**src/hw/refclk_cfg.svh**
```systemverilog
// Functional notes
// RULE_01: enable bit set runs the reference generator; clear disables it.
// RULE_02: stop-in-idle set halts the generator in idle; clear keeps it running.
// RULE_03: pin carries the reference clock only while pin drive enable is set.
// RULE_04: run-in-sleep set keeps generator running in sleep; clear stops it.
// RULE_05: software sets switch request; hardware holds it, clears when divider applied.
// RULE_06: active status is one while clock runs, zero once stopped.
// RULE_07: four-bit source select picks one of eight sources; codes 8 to 15 reserved.
// RULE_08: fifteen-bit integer divider divides selected source by twice its value.
// RULE_09: integer divider of zero passes the selected source through undivided.
// RULE_10: nine-bit trim adds n/512 to the divider for each half period.
// RULE_11: unimplemented register bits ignore writes and read as zero.
// RULE_12: fraction accumulator lengthens a half period by one cycle on overflow.
`ifndef REFCLK_CFG_SVH
`define REFCLK_CFG_SVH
`define ADDR_W 4
`define DATA_W 16
`define OFF_CONTROL_LOW 4'h0
`define OFF_DIVIDER_HIGH 4'h4
`define OFF_FRACTION_TRIM 4'h8
`define BIT_ENABLE 15
`define BIT_STOP_IDLE 13
`define BIT_PIN_DRIVE 12
`define BIT_RUN_SLEEP 11
`define BIT_SWITCH_REQ 9
`define BIT_ACTIVE 8
`define SEL_MSB 3
`define DIV_MSB 14
`define TRIM_MSB 15
`define TRIM_LSB 7
`define TRIM_W 9
`define NUM_SRC 8
`define SEL_RESERVED_MIN 4'h8
`define CTL_RESET 16'h0000
`define DIV_RESET 15'h0000
`define TRIM_RESET 9'h000
`endif

```
**src/hw/refclk_pkg.sv**
```systemverilog
package refclk_pkg;
  typedef enum logic [1:0] {
    GEN_STOPPED,
    GEN_HIGH,
    GEN_LOW
  } gen_state_e;
endpackage

```
**src/hw/reference_clock_divider.sv**
```systemverilog
// Our own choices: the register addresses and the strobed register port.
`include "refclk_cfg.svh"

module reference_clock_divider
  import refclk_pkg::*;
#(
  parameter int DIV_W = 15
) (
  input wire logic core_clk_i,
  input wire logic reset_n_i,
  input wire logic [`ADDR_W-1:0] reg_addr_i,
  input wire logic [`DATA_W-1:0] reg_wdata_i,
  input wire logic reg_write_i,
  input wire logic reg_read_i,
  output logic [`DATA_W-1:0] reg_rdata_o,
  // 0 system, 1 peripheral_clock, 2 primary osc, 3 fast_rc_oscillator,
  // 4 low_power_rc_oscillator, 5 backup_rc_oscillator, 6 vco/4, 7 reference_clock_in_pin
  input wire logic [`NUM_SRC-1:0] source_clk_i,
  input wire logic idle_mode_i,
  input wire logic sleep_mode_i,
  output logic reference_clock_out_pin_o,
  output logic refgen_active_o
);

  // reset release: asynchronous assert, synchronous release
  logic rst_meta_q;
  logic rst_n_q;
  always_ff @(posedge core_clk_i or negedge reset_n_i) begin
    if (!reset_n_i) begin
      rst_meta_q <= 1'b0;
      rst_n_q <= 1'b0;
    end else begin
      rst_meta_q <= 1'b1;
      rst_n_q <= rst_meta_q;
    end
  end

  // source sampling: each source must be at most a quarter of core_clk_i
  // to be seen cleanly, since every edge passes the three-flop filter
  logic [`NUM_SRC-1:0] s1_q, s2_q, s3_q, lvl_q, lvl_d;
  always_comb begin
    lvl_d = lvl_q;
    for (int i = 0; i < `NUM_SRC; i++) begin
      if (s2_q[i] == s3_q[i]) begin
        lvl_d[i] = s3_q[i];
      end
    end
  end
  always_ff @(posedge core_clk_i or negedge rst_n_q) begin
    if (!rst_n_q) begin
      s1_q <= '0;
      s2_q <= '0;
      s3_q <= '0;
      lvl_q <= '0;
    end else begin
      s1_q <= source_clk_i;
      s2_q <= s1_q;
      s3_q <= s2_q;
      lvl_q <= lvl_d;
    end
  end

  // register file
  logic enable_q, enable_d;
  logic stop_idle_q, stop_idle_d;
  logic pin_drive_q, pin_drive_d;
  logic run_sleep_q, run_sleep_d;
  logic switch_req_q, switch_req_d;
  logic [`SEL_MSB:0] sel_q, sel_d;
  logic [DIV_W-1:0] div_q, div_d;
  logic [`TRIM_W-1:0] trim_q, trim_d;
  logic [`DATA_W-1:0] rdata_q, rdata_d;
  logic switch_done;
  logic active_q;
  localparam logic [`DATA_W-1:0] CTL_RST = `CTL_RESET;
  localparam int SRC_IDX_W = $clog2(`NUM_SRC);

  always_comb begin
    enable_d = enable_q;
    stop_idle_d = stop_idle_q;
    pin_drive_d = pin_drive_q;
    run_sleep_d = run_sleep_q;
    sel_d = sel_q;
    div_d = div_q;
    trim_d = trim_q;
    switch_req_d = switch_req_q;
    rdata_d = '0;
    if (switch_done) begin
      switch_req_d = 1'b0; // [RULE_05]
    end
    if (reg_write_i) begin
      if (reg_addr_i == `OFF_CONTROL_LOW) begin
        enable_d = reg_wdata_i[`BIT_ENABLE];
        stop_idle_d = reg_wdata_i[`BIT_STOP_IDLE];
        pin_drive_d = reg_wdata_i[`BIT_PIN_DRIVE];
        run_sleep_d = reg_wdata_i[`BIT_RUN_SLEEP];
        sel_d = reg_wdata_i[`SEL_MSB:0];
        // a software set beats a completion in the same cycle
        if (reg_wdata_i[`BIT_SWITCH_REQ]) begin
          switch_req_d = 1'b1; // [RULE_05]
        end
      end else if (reg_addr_i == `OFF_DIVIDER_HIGH) begin
        div_d = reg_wdata_i[DIV_W-1:0]; // [RULE_11]
      end else if (reg_addr_i == `OFF_FRACTION_TRIM) begin
        trim_d = reg_wdata_i[`TRIM_MSB:`TRIM_LSB]; // [RULE_11]
      end
    end
    if (reg_read_i) begin
      if (reg_addr_i == `OFF_CONTROL_LOW) begin
        rdata_d[`BIT_ENABLE] = enable_q;
        rdata_d[`BIT_STOP_IDLE] = stop_idle_q;
        rdata_d[`BIT_PIN_DRIVE] = pin_drive_q;
        rdata_d[`BIT_RUN_SLEEP] = run_sleep_q;
        rdata_d[`BIT_SWITCH_REQ] = switch_req_q;
        rdata_d[`BIT_ACTIVE] = active_q; // [RULE_06]
        rdata_d[`SEL_MSB:0] = sel_q;
      end else if (reg_addr_i == `OFF_DIVIDER_HIGH) begin
        rdata_d[DIV_W-1:0] = div_q;
      end else if (reg_addr_i == `OFF_FRACTION_TRIM) begin
        rdata_d[`TRIM_MSB:`TRIM_LSB] = trim_q;
      end
    end
  end

  always_ff @(posedge core_clk_i or negedge rst_n_q) begin
    if (!rst_n_q) begin
      enable_q <= CTL_RST[`BIT_ENABLE];
      stop_idle_q <= CTL_RST[`BIT_STOP_IDLE];
      pin_drive_q <= CTL_RST[`BIT_PIN_DRIVE];
      run_sleep_q <= CTL_RST[`BIT_RUN_SLEEP];
      switch_req_q <= CTL_RST[`BIT_SWITCH_REQ];
      sel_q <= CTL_RST[`SEL_MSB:0];
      div_q <= `DIV_RESET;
      trim_q <= `TRIM_RESET;
      rdata_q <= '0;
    end else begin
      enable_q <= enable_d;
      stop_idle_q <= stop_idle_d;
      pin_drive_q <= pin_drive_d;
      run_sleep_q <= run_sleep_d;
      switch_req_q <= switch_req_d;
      sel_q <= sel_d;
      div_q <= div_d;
      trim_q <= trim_d;
      rdata_q <= rdata_d;
    end
  end

  // generator
  logic run_ok;
  logic sel_valid;
  logic src_lvl;
  logic src_rise;
  gen_state_e state_q, state_d;
  logic [DIV_W-1:0] act_div_q, act_div_d;
  logic [DIV_W:0] cnt_q, cnt_d;
  logic [`TRIM_W-1:0] acc_q, acc_d;
  logic ext_q, ext_d;
  logic out_q, out_d;
  logic active_d;
  logic pin_q, pin_d;
  logic [DIV_W:0] half_len;
  logic [`TRIM_W:0] acc_sum;

  always_comb begin
    run_ok = enable_q; // [RULE_01]
    if (idle_mode_i && stop_idle_q) begin
      run_ok = 1'b0; // [RULE_02]
    end
    if (sleep_mode_i && !run_sleep_q) begin
      run_ok = 1'b0; // [RULE_04]
    end
    sel_valid = (sel_q < `SEL_RESERVED_MIN); // [RULE_07]
    src_lvl = sel_valid ? lvl_q[sel_q[SRC_IDX_W-1:0]] : 1'b0; // [RULE_07]
    src_rise = sel_valid && lvl_d[sel_q[SRC_IDX_W-1:0]] && !lvl_q[sel_q[SRC_IDX_W-1:0]];
    half_len = {1'b0, act_div_q} + {{DIV_W{1'b0}}, ext_q}; // [RULE_12]
    acc_sum = {1'b0, acc_q} + {1'b0, trim_q}; // [RULE_10]
  end

  always_comb begin
    state_d = state_q;
    act_div_d = act_div_q;
    cnt_d = cnt_q;
    acc_d = acc_q;
    ext_d = ext_q;
    out_d = out_q;
    switch_done = 1'b0;
    case (state_q)
      GEN_STOPPED: begin
        out_d = 1'b0;
        cnt_d = '0;
        acc_d = '0;
        ext_d = 1'b0;
        // while stopped a pending divider change takes effect at once
        if (switch_req_q) begin
          act_div_d = div_q;
          switch_done = 1'b1; // [RULE_05]
        end
        if (run_ok) begin
          state_d = GEN_LOW;
        end
      end
      GEN_HIGH, GEN_LOW: begin
        if (act_div_q == '0) begin
          out_d = src_lvl; // [RULE_09]
          if (switch_req_q) begin
            act_div_d = div_q;
            switch_done = 1'b1; // [RULE_05]
          end
          if (!run_ok && !src_lvl) begin
            state_d = GEN_STOPPED;
          end
        end else if (src_rise) begin
          cnt_d = cnt_q + 1'b1;
          if (cnt_d >= half_len) begin
            // half period is act_div plus possible overflow cycle
            cnt_d = '0; // [RULE_08]
            acc_d = acc_sum[`TRIM_W-1:0]; // [RULE_12]
            ext_d = acc_sum[`TRIM_W]; // [RULE_12]
            out_d = !out_q; // [RULE_08]
            state_d = out_q ? GEN_LOW : GEN_HIGH;
            // switch on a falling edge so no runt high phase appears
            if (out_q && switch_req_q) begin
              act_div_d = div_q;
              switch_done = 1'b1; // [RULE_05]
            end
            if (out_q && !run_ok) begin
              state_d = GEN_STOPPED; // [RULE_01]
            end
          end
        end
        // a stop while low must also drop a rise due now, or a runt pulse escapes
        if (!run_ok && !out_q && act_div_q != '0) begin
          state_d = GEN_STOPPED;
          out_d = 1'b0;
        end
      end
      default: begin
        state_d = GEN_STOPPED;
      end
    endcase
    active_d = (state_d != GEN_STOPPED); // [RULE_06]
    pin_d = out_d && pin_drive_q; // [RULE_03]
  end

  always_ff @(posedge core_clk_i or negedge rst_n_q) begin
    if (!rst_n_q) begin
      state_q <= GEN_STOPPED;
      act_div_q <= `DIV_RESET;
      cnt_q <= '0;
      acc_q <= '0;
      ext_q <= 1'b0;
      out_q <= 1'b0;
      active_q <= 1'b0;
      pin_q <= 1'b0;
    end else begin
      state_q <= state_d;
      act_div_q <= act_div_d;
      cnt_q <= cnt_d;
      acc_q <= acc_d;
      ext_q <= ext_d;
      out_q <= out_d;
      active_q <= active_d;
      pin_q <= pin_d;
    end
  end

  assign reg_rdata_o = rdata_q;
  assign reference_clock_out_pin_o = pin_q;
  assign refgen_active_o = active_q;
endmodule

```
**config.mk**
```make
export PLATFORM = sky130hd
export DESIGN_NAME = reference_clock_divider
export DESIGN_NICKNAME = d
export VERILOG_FILES = /design/src/hw/refclk_pkg.sv /design/src/hw/reference_clock_divider.sv
export VERILOG_INCLUDE_DIRS = /design/src /design/src/hw
export SDC_FILE = /design/constraint.sdc
export NUM_CORES = 1
export LEC_CHECK = 0
export BUFFER_PORTS_ARGS = -buffer_cell sky130_fd_sc_hd__buf_2
export CAP_MARGIN = 5
export CORE_UTILIZATION = 55
export CTS_CLUSTER_DIAMETER = 100
export DETAILED_ROUTE_END_ITERATION = 16
export MAX_ROUTING_LAYER = met4
export PLACE_DENSITY_LB_ADDON = 0.2
export SLEW_MARGIN = 10
export SYNTH_ARGS = -nofsm -noshare
export SYNTH_HDL_FRONTEND = slang
export SYNTH_SLANG_ARGS = --single-unit
```
**constraint.sdc**
```tcl
create_clock -name core_clk_i -period 10.6 [get_ports core_clk_i]
set_input_delay 0.53 -clock core_clk_i [delete_from_list [all_inputs] [get_ports core_clk_i]]
set_output_delay 0.53 -clock core_clk_i [all_outputs]
set_load 0.05 [all_outputs]
```
==> results by group, run 1 <==
Finish
  • Final Util: 65.7%
  • Synth-to-layout area growth: 15.7%
  • Commonest non-fill, non-tap cell in the layout: dfrtp_1
  • Most frequent cells in the layout: dfrtp_1 (128), nand2_1 (51), buf_2 (51)
  • Share of layout cells above drive strength 1: 23.6%
  • Nets: 654
  • N_diodes: 0
  • Cell Count, Final, Fillers Out: between 700 and 800

Logic synthesis
  • Ys flop type: dfrtp_1
  • Seq/Total Area, Yosys: roughly half
  • Post-synth EDFFs: 0
  • Cell Area, Synth: 0.00621 mm^2
  • Synth warn: 0
  • Flops & latches, synth: between 100 and 150
  • Distinct cells, synth: 58
  • Mean area per synthesized cell: 11.7 um^2
  • Post-synth ARST share: 100%
  • Syn Inst Count: 530
  • Post-Syn Nets: between 500 and 600

Clock network
  • PostCTS Resize Cnt: 0
  • CTS tree: built
  • Clk Latency, worst-skew pair: around 0.42 ns
  • Num CTS Buffers: 17
  • Clock Path Buffers: 2
  • CTS root buf: clkbuf_16
  • CTS clk-pin slew, worst paths: 0.06 ns
  • Post-CTS Setup Inserts: 0
  • H-tree Lvls: 4
  • # hold bufs at CTS: 1
  • Sink Count: 129

Power and ir drop
  • PwrDens: approximately 200 mW/mm^2
  • Lkg Pwr: about 3.5 nW
  • VDD IR-drop max: approximately 0.14 mV

Floorplanning
  • Die Width: 108 um
  • I/O pins: 52
  • CORE AREA: roughly 0.011 mm^2
  • Die H: around 110 um
  • Row cnt: 38
  • Total Die Area: between 0.01 and 0.015 mm^2
  • Initial Util: 56.8%

Min path
  • Hold Path Origin: source_clk_i[3]
  • HP Class: input pin to flop
  • Hold depth: 1

Setup path
  • Buf/Inv on CP: 1
  • Peak fanout along the critical path: 15
  • Worst r2r src: cnt_q[0]
  • WS Path Type: flop to flop
  • Arrival time at the worst endpoint: between 4 and 5 ns
  • Slowest CP cell: a311oi_4
  • Critical path required time: between 10 and 15 ns
  • Path depth of the worst reg2reg path: 15
  • CP most frequent cell: and3_1
  • Critical path's largest stage delay: between 0.9 and 1 ns
  • Endpoint class of the critical path: flop
  • Worst path cell trace: nand3_1, nor2_1, and3_1, and3_1, and3_1, xnor2_1, inv_1, ha_1, nand2_1, nor2_1, o211ai_1, o21ai_1, nand3_4, a311oi_4, mux2_2
  • Startpoint Class: flop
  • Crit. Startpoint: cnt_q[0]
  • Total stage count of the critical path: 15
  • Largest delay contributor family on the critical path: compound AO/OA/AOI/OAI gates
  • Reg2reg setup slack: between 6 and 7 ns

Route
  • Final WL: 12,500 um
  • DRT antenna net count: 0
  • DR vias/cell: 5.68
  • DR WL/cell: 16.9 um
  • 1st-pass router iterations: 4
  • Starting DRT DRC Count: 287
  • Final routed DRC violation total: 0
  • Via count: around 4,200

Timing
  • Slew @ Worst Pin: approximately 1.1 ns
  • TNS Setup: 0 ns
  • Final Hold Viols: 0
  • Worst slew margin: between 20% and 30%
  • Max Fclk: about 220 MHz
  • RSZ-0062 raised after global routing: no
  • Max-slew violation count: 0
  • Min cycle time layout: 4.49 ns
  • Crit share post-route: roughly 42%
  • Clock skew: 0.0104 ns
  • # setup viols final: 0

Placement
  • DP Cell Count: 709
  • IO Port Bufs: about 50
  • GPL Wtd Cong: about 0.86
  • DP HPWL: approximately 8900 um

Global routing
  • Largest net degree at the start of global routing: 68
  • Met3 GRT Util: under 10%
  • Grt peak-use layer: met2
  • Vias in the first global route: 4,269
  • Global-route met1 utilization: a little under a third
  • Total GRT Usage: about 25%
  • First-pass GRT wire length: approximately 21,000 um
  • Initial antenna violation count: 0
  • Grt ovf: 0
  • Met2 Usage GRT: approximately two fifths

Run
  • Max cap viols: 0

Run status
  • Status: complete, no violations
==> sequential cells by signal (all words and copies together), names as in the netlist, 2 cells and up <==
| register | count |
|---|---|
| cnt_q | 16 |
| reg_rdata_o | 16 |
| act_div_q | 15 |
| div_q | 15 |
| acc_q | 9 |
| trim_q | 9 |
| lvl_q | 8 |
| s1_q | 8 |
| s2_q | 8 |
| s3_q | 8 |
| sel_q | 4 |
| state_q | 2 |
==> layout make-up <==
type	count	area, um^2
Timing Repair Buffer	55	288
Clock inverter	11	106
Fill cell	844	3750
Multi-Input combinational cell	367	2840
Clock buffer	21	470
Sequential cell	129	3230
Inverter	19	71.3
Tap cell	140	175
==> routing by layer <==
layer | vias up | share of wire [%]
met1 | 2100 | 45
met2 | 75 | 51
met5 | - | 0
li1 | 2024 | -
met3 | 19 | 3.0
met4 | 0 | 1.5
==> cell families after synthesis <==
logic type | count (synthesis) | share of synthesized area [%]
AND/OR/NAND/NOR | 143 | 11.7
flip-flops | 129 | 52.0
AO/OA/AOI/OAI | 98 | 10.8
multiplexers | 52 | 10.6
adder cells (fa/ha/maj) | 39 | 7.66
XOR/XNOR | 34 | 4.80
buffers and inverters | 34 | 2.38
other | 1 | 0.0604
==> synthesized netlist by cell type (2+ instances only) <==
master | count | area, um^2
clkbuf_1 | 11 | 41.3
mux2_4 | 10 | 150
xor2_1 | 16 | 140
o21ai_0 | 24 | 120
a22oi_1 | 7 | 52.6
nand2b_1 | 7 | 43.8
mux4_2 | 2 | 45.0
mux2i_1 | 2 | 20.0
o21bai_1 | 8 | 60.1
o22ai_1 | 2 | 12.5
nand2_1 | 51 | 191
inv_1 | 19 | 71.3
nor3_1 | 4 | 20.0
nor2_1 | 18 | 67.6
o31ai_1 | 2 | 15.0
xnor2_1 | 18 | 158
nor3b_1 | 5 | 37.5
o221ai_1 | 2 | 17.5
mux2_2 | 37 | 417
o211ai_1 | 2 | 15.0
dfrtp_1 | 129 | 3230
a21o_1 | 11 | 82.6
a22o_1 | 5 | 43.8
maj3_1 | 8 | 80.1
nand4_1 | 6 | 37.5
a211oi_1 | 2 | 15.0
a41oi_1 | 2 | 17.5
a31oi_1 | 3 | 18.8
ha_1 | 30 | 375
a21oi_1 | 18 | 90.1
and3_1 | 15 | 93.8
nor4_1 | 7 | 43.8
nor2b_1 | 5 | 31.3
and2_1 | 3 | 18.8
nand3_1 | 16 | 80.1
==> final timing paths <==
kind,to
hold reg to reg,s2_q[3]
min in group asynchronous,s1_q[5]
setup / recovery,act_div_q[12]
setup reg to reg,act_div_q[12]
hold / removal,s1_q[3]
max in group asynchronous,reg_rdata_o[5]
==> worst register-to-register path: stages, from the launching register on <==
cell and delay (ns):
dfrtp_1 0.43, nand3_1 0.12, nor2_1 0.23, and3_1 0.27
and3_1 0.27, and3_1 0.20, xnor2_1 0.15, inv_1 0.07
ha_1 0.29, nand2_1 0.06, nor2_1 0.13, o211ai_1 0.10
o21ai_1 0.52, nand3_4 0.14, a311oi_4 0.96, mux2_2 0.43
==> report_power, final <==
| group | internal (mW) | switching, mW |
|---|---|---|
| clock | 0.342 | 0.215 |
| sequential | 0.550 | 0.0680 |
| combinational | 0.115 | 0.124 |
==> metrics by stage <==
| stage | hold slack [ns] | total power, mW | instance area [um^2] | setup WS (ns) |
|---|---|---|---|---|
| 2_1_floorplan | 0.234 | 0.793 | 6210 | 6.74 |
| 3_3_place_gp | 0.315 | 0.850 | 6600 | 6.33 |
| 4_1_cts | 0.204 | 1.42 | 7180 | 6.12 |
| 5_1_grt | 0.195 | 1.48 | 7180 | 5.64 |
| 3_5_place_dp | 0.317 | 0.862 | 6600 | 6.11 |
| 6_report | 0.216 | 1.41 | 7180 | 6.11 |
(Power assumes the default switching activity.)
==> run 2: changes to the inputs <==
--- a/config.mk
+++ b/config.mk
@@ -8,7 +8,7 @@
 export LEC_CHECK = 0
 export BUFFER_PORTS_ARGS = -buffer_cell sky130_fd_sc_hd__buf_2
 export CAP_MARGIN = 5
-export CORE_UTILIZATION = 55
+export CORE_UTILIZATION = 54
 export CTS_CLUSTER_DIAMETER = 100
 export DETAILED_ROUTE_END_ITERATION = 16
 export MAX_ROUTING_LAYER = met4
==> constraint.sdc (replaced) <==
create_clock -name core_clk_i -period 4.06 [get_ports core_clk_i]
set_input_delay 0.203 -clock core_clk_i [delete_from_list [all_inputs] [get_ports core_clk_i]]
set_output_delay 0.203 -clock core_clk_i [all_outputs]
set_load 0.05 [all_outputs]
==> run 2 against run 1 <==
Effect of this change: global-route usage rose by 0.41 points; die area rose by 1.8%; sequential power rose to 2.6 times the previous value.
==> results by group, run 2 (same netlist as run 1, synthesis figures left out) <==
Clock network
  • CTS root buf: clkbuf_16
  • CTS clk-pin slew, worst paths: 0.06 ns (about the same)
  • Clock Path Buffers: 2 (unchanged)
  • H-tree Lvls: 4 (unchanged)
  • Clk Latency, worst-skew pair: 0.42 ns (about the same)
  • Num CTS Buffers: 17 (unchanged)
  • Sink Count: 129 (unchanged)
  • CTS tree: built
  • Post-CTS Setup Inserts: 0 (unchanged)

Setup path
  • Worst path cell trace: nand2_1, nor2_1, and3_1, and3_1, and3_1, xnor2_1, inv_1, ha_1, nand2_1, nor2_1, o211ai_1, o21ai_1, nand3_4, a311oi_4, buf_4, mux2_2
  • Endpoint class of the critical path: flop
  • Crit. Startpoint: cnt_q[2]
  • Critical path's largest stage delay: 0.45 ns (-0.51 ns)
  • Worst r2r src: cnt_q[2]
  • Arrival time at the worst endpoint: 4.01 ns (-0.78 ns)
  • WS Path Type: flop to flop
  • Critical path required time: 4.35 ns (-6.55 ns)
  • Largest delay contributor family on the critical path: simple AND/OR/NAND/NOR gates
  • Slowest CP cell: dfrtp_1
  • Buf/Inv on CP: 2 (+1)
  • Startpoint Class: flop
  • Peak fanout along the critical path: 15 (unchanged)
  • CP most frequent cell: and3_1

Power and ir drop
  • PwrDens: 533 mW/mm^2 (+170%)
  • VDD IR-drop max: 0.569 mV (+300%)
  • Lkg Pwr: 3.58 nW (+3.1%)
  • Design Power: 3.94 mW (+180%)

Finish
  • FILL cells: 818 (-3.1%)
  • Synth-to-layout area growth: 19.0%
  • N_diodes: 0 (unchanged)
  • Share of layout cells above drive strength 1: 24.2% (+0.60 points)
  • Commonest non-fill, non-tap cell in the layout: dfrtp_1
  • Most frequent cells in the layout: dfrtp_1 (128), nand2_1 (51), buf_2 (51)
  • Nets: 668 (+2.1%)

Global routing
  • Initial antenna violation count: 0 (unchanged)
  • Met2 Usage GRT: 40.0% (+0.26 points)
  • Vias in the first global route: 4,440 (+4.0%)
  • Total GRT Usage: 25.1% (+0.41 points)
  • Global-route met1 utilization: 30.6% (+0.069 points)
  • First-pass GRT wire length: 21,500 um (+2.5%)
  • Grt peak-use layer: met2
  • Met3 GRT Util: 5.92% (+0.49 points)
  • Largest net degree at the start of global routing: 71 (+4.4%)
  • Grt ovf: 0 (unchanged)

Timing
  • Slew @ Worst Pin: 1.12 ns (-0.0189 ns)
  • Max-slew violation count: 0 (unchanged)
  • RSZ-0062 raised after global routing: no
  • Crit share post-route: 91.7% (+49 points)
  • TNS Setup: 0 ns (unchanged)
  • Min cycle time layout: 3.72 ns (-0.766 ns)
  • # setup viols final: 0 (unchanged)
  • Clock skew: 0.0135 ns (+0.00311 ns)
  • Hold slack: 0.0254 ns (-0.191 ns)
  • Worst slew margin: 24.9% (+1.2 points)
  • Max Fclk: 269 MHz (+21%)
  • Final Hold Viols: 0 (unchanged)

Floorplanning
  • CORE AREA: 0.0110 mm^2 (+0.87%)
  • Total Die Area: 0.0119 mm^2 (+1.8%)
  • I/O pins: 52 (unchanged)
  • Initial Util: 56.3% (-0.49 points)
  • Die Width: 109 um (+0.91%)
  • Row cnt: 38 (unchanged)
  • Die H: 109 um (+0.91%)

Placement
  • GPL Wtd Cong: 0.870 (+1.6%)
  • IO Port Bufs: 51 (unchanged)
  • DP HPWL: 9180 um (+3.0%)

Route
  • DRT antenna net count: 0 (unchanged)
  • Final routed DRC violation total: 0 (unchanged)
  • Via count: 4,256 (+0.90%)
  • Final WL: 13,000 um (+3.7%)
  • Starting DRT DRC Count: 227 (-21%)
  • DR vias/cell: 5.63 (-0.97%)
  • 1st-pass router iterations: 4 (unchanged)
  • DR WL/cell: 17.2 um (+1.7%)

Min path
  • Hold Path Origin: reg_wdata_i[5]
  • HP Class: input pin to flop

Run
  • Max cap viols: 0 (unchanged)

Run status
  • Status: complete, no violations
[run 2: changes by cell type in the layout (fill, tap and decap cells not counted), sizes merged, moves of 3 or more]
cell / delta
buf: +6
bufinv: +4
inv: +4
clkbuf: -3
clkinv: -3
dlygate4sd3: +8
[run 2: path summary, 6_finish.rpt]
kind / endpoint / slack (ns) / depth (start not counted)
max: act_div_q[11] / 0.34 / 16
min in group asynchronous: rst_n_q / 0.11 / 2
min reg2reg: s2_q[4] / 0.35 / 0
max in group asynchronous: cnt_q[10] / 2.68 / 1
max reg2reg: act_div_q[11] / 0.34 / 16
min: div_q[5] / 0.03 / 2
[run 2: stage by stage]
stage                     worst slack [ns]  utilization, %  std cells  instance area [um^2]
final                                0.338            67.0        756                  7390
after global routing                0.0110            67.0        756                  7390
after CTS                            0.305            66.9        756                  7380
after detailed placement             0.323            60.2        715                  6640
after global placement               0.441            60.2        715                  6640
after floorplan                      0.200               -        530                  6210
[run 2: cell type report]
class	count	area [um^2]	share of cell area, %
well taps	140	175	2.37
repair buffers	69	413	5.59
clock buffers	18	429	5.81
flip-flops and latches	129	3230	43.7
clock inverters	14	224	3.03
multi-input cells	367	2840	38.5
inverters	19	71.3	0.965
[run 2: timing repair]
action,CTS,global route
endpoints found under the setup margin,0,12
gates resized for setup,0,2
hold buffers,9,0
endpoints found under the hold margin,10,0
[run 2: per-layer routing]
metal	routed length, um	vias to the layer above
li1	-	2052
met1	5650	2086
met2	6560	98
met4	257	0
met5	0	-
met3	503	20
[run 2: power by group]
group          switching, mW  internal (mW)
sequential             0.178           1.44
clock                  0.589           1.10
combinational          0.327          0.312
[run 2: worst register-to-register path: cells and delay by family, from the launching register on]
family | cells | cell delay (ns)
simple gates | 8 | 1.26
compound gates | 3 | 0.72
flops | 1 | 0.45
buf+inv | 2 | 0.38
mux | 1 | 0.38
fa+ha+maj | 1 | 0.29
xor+xnor | 1 | 0.14
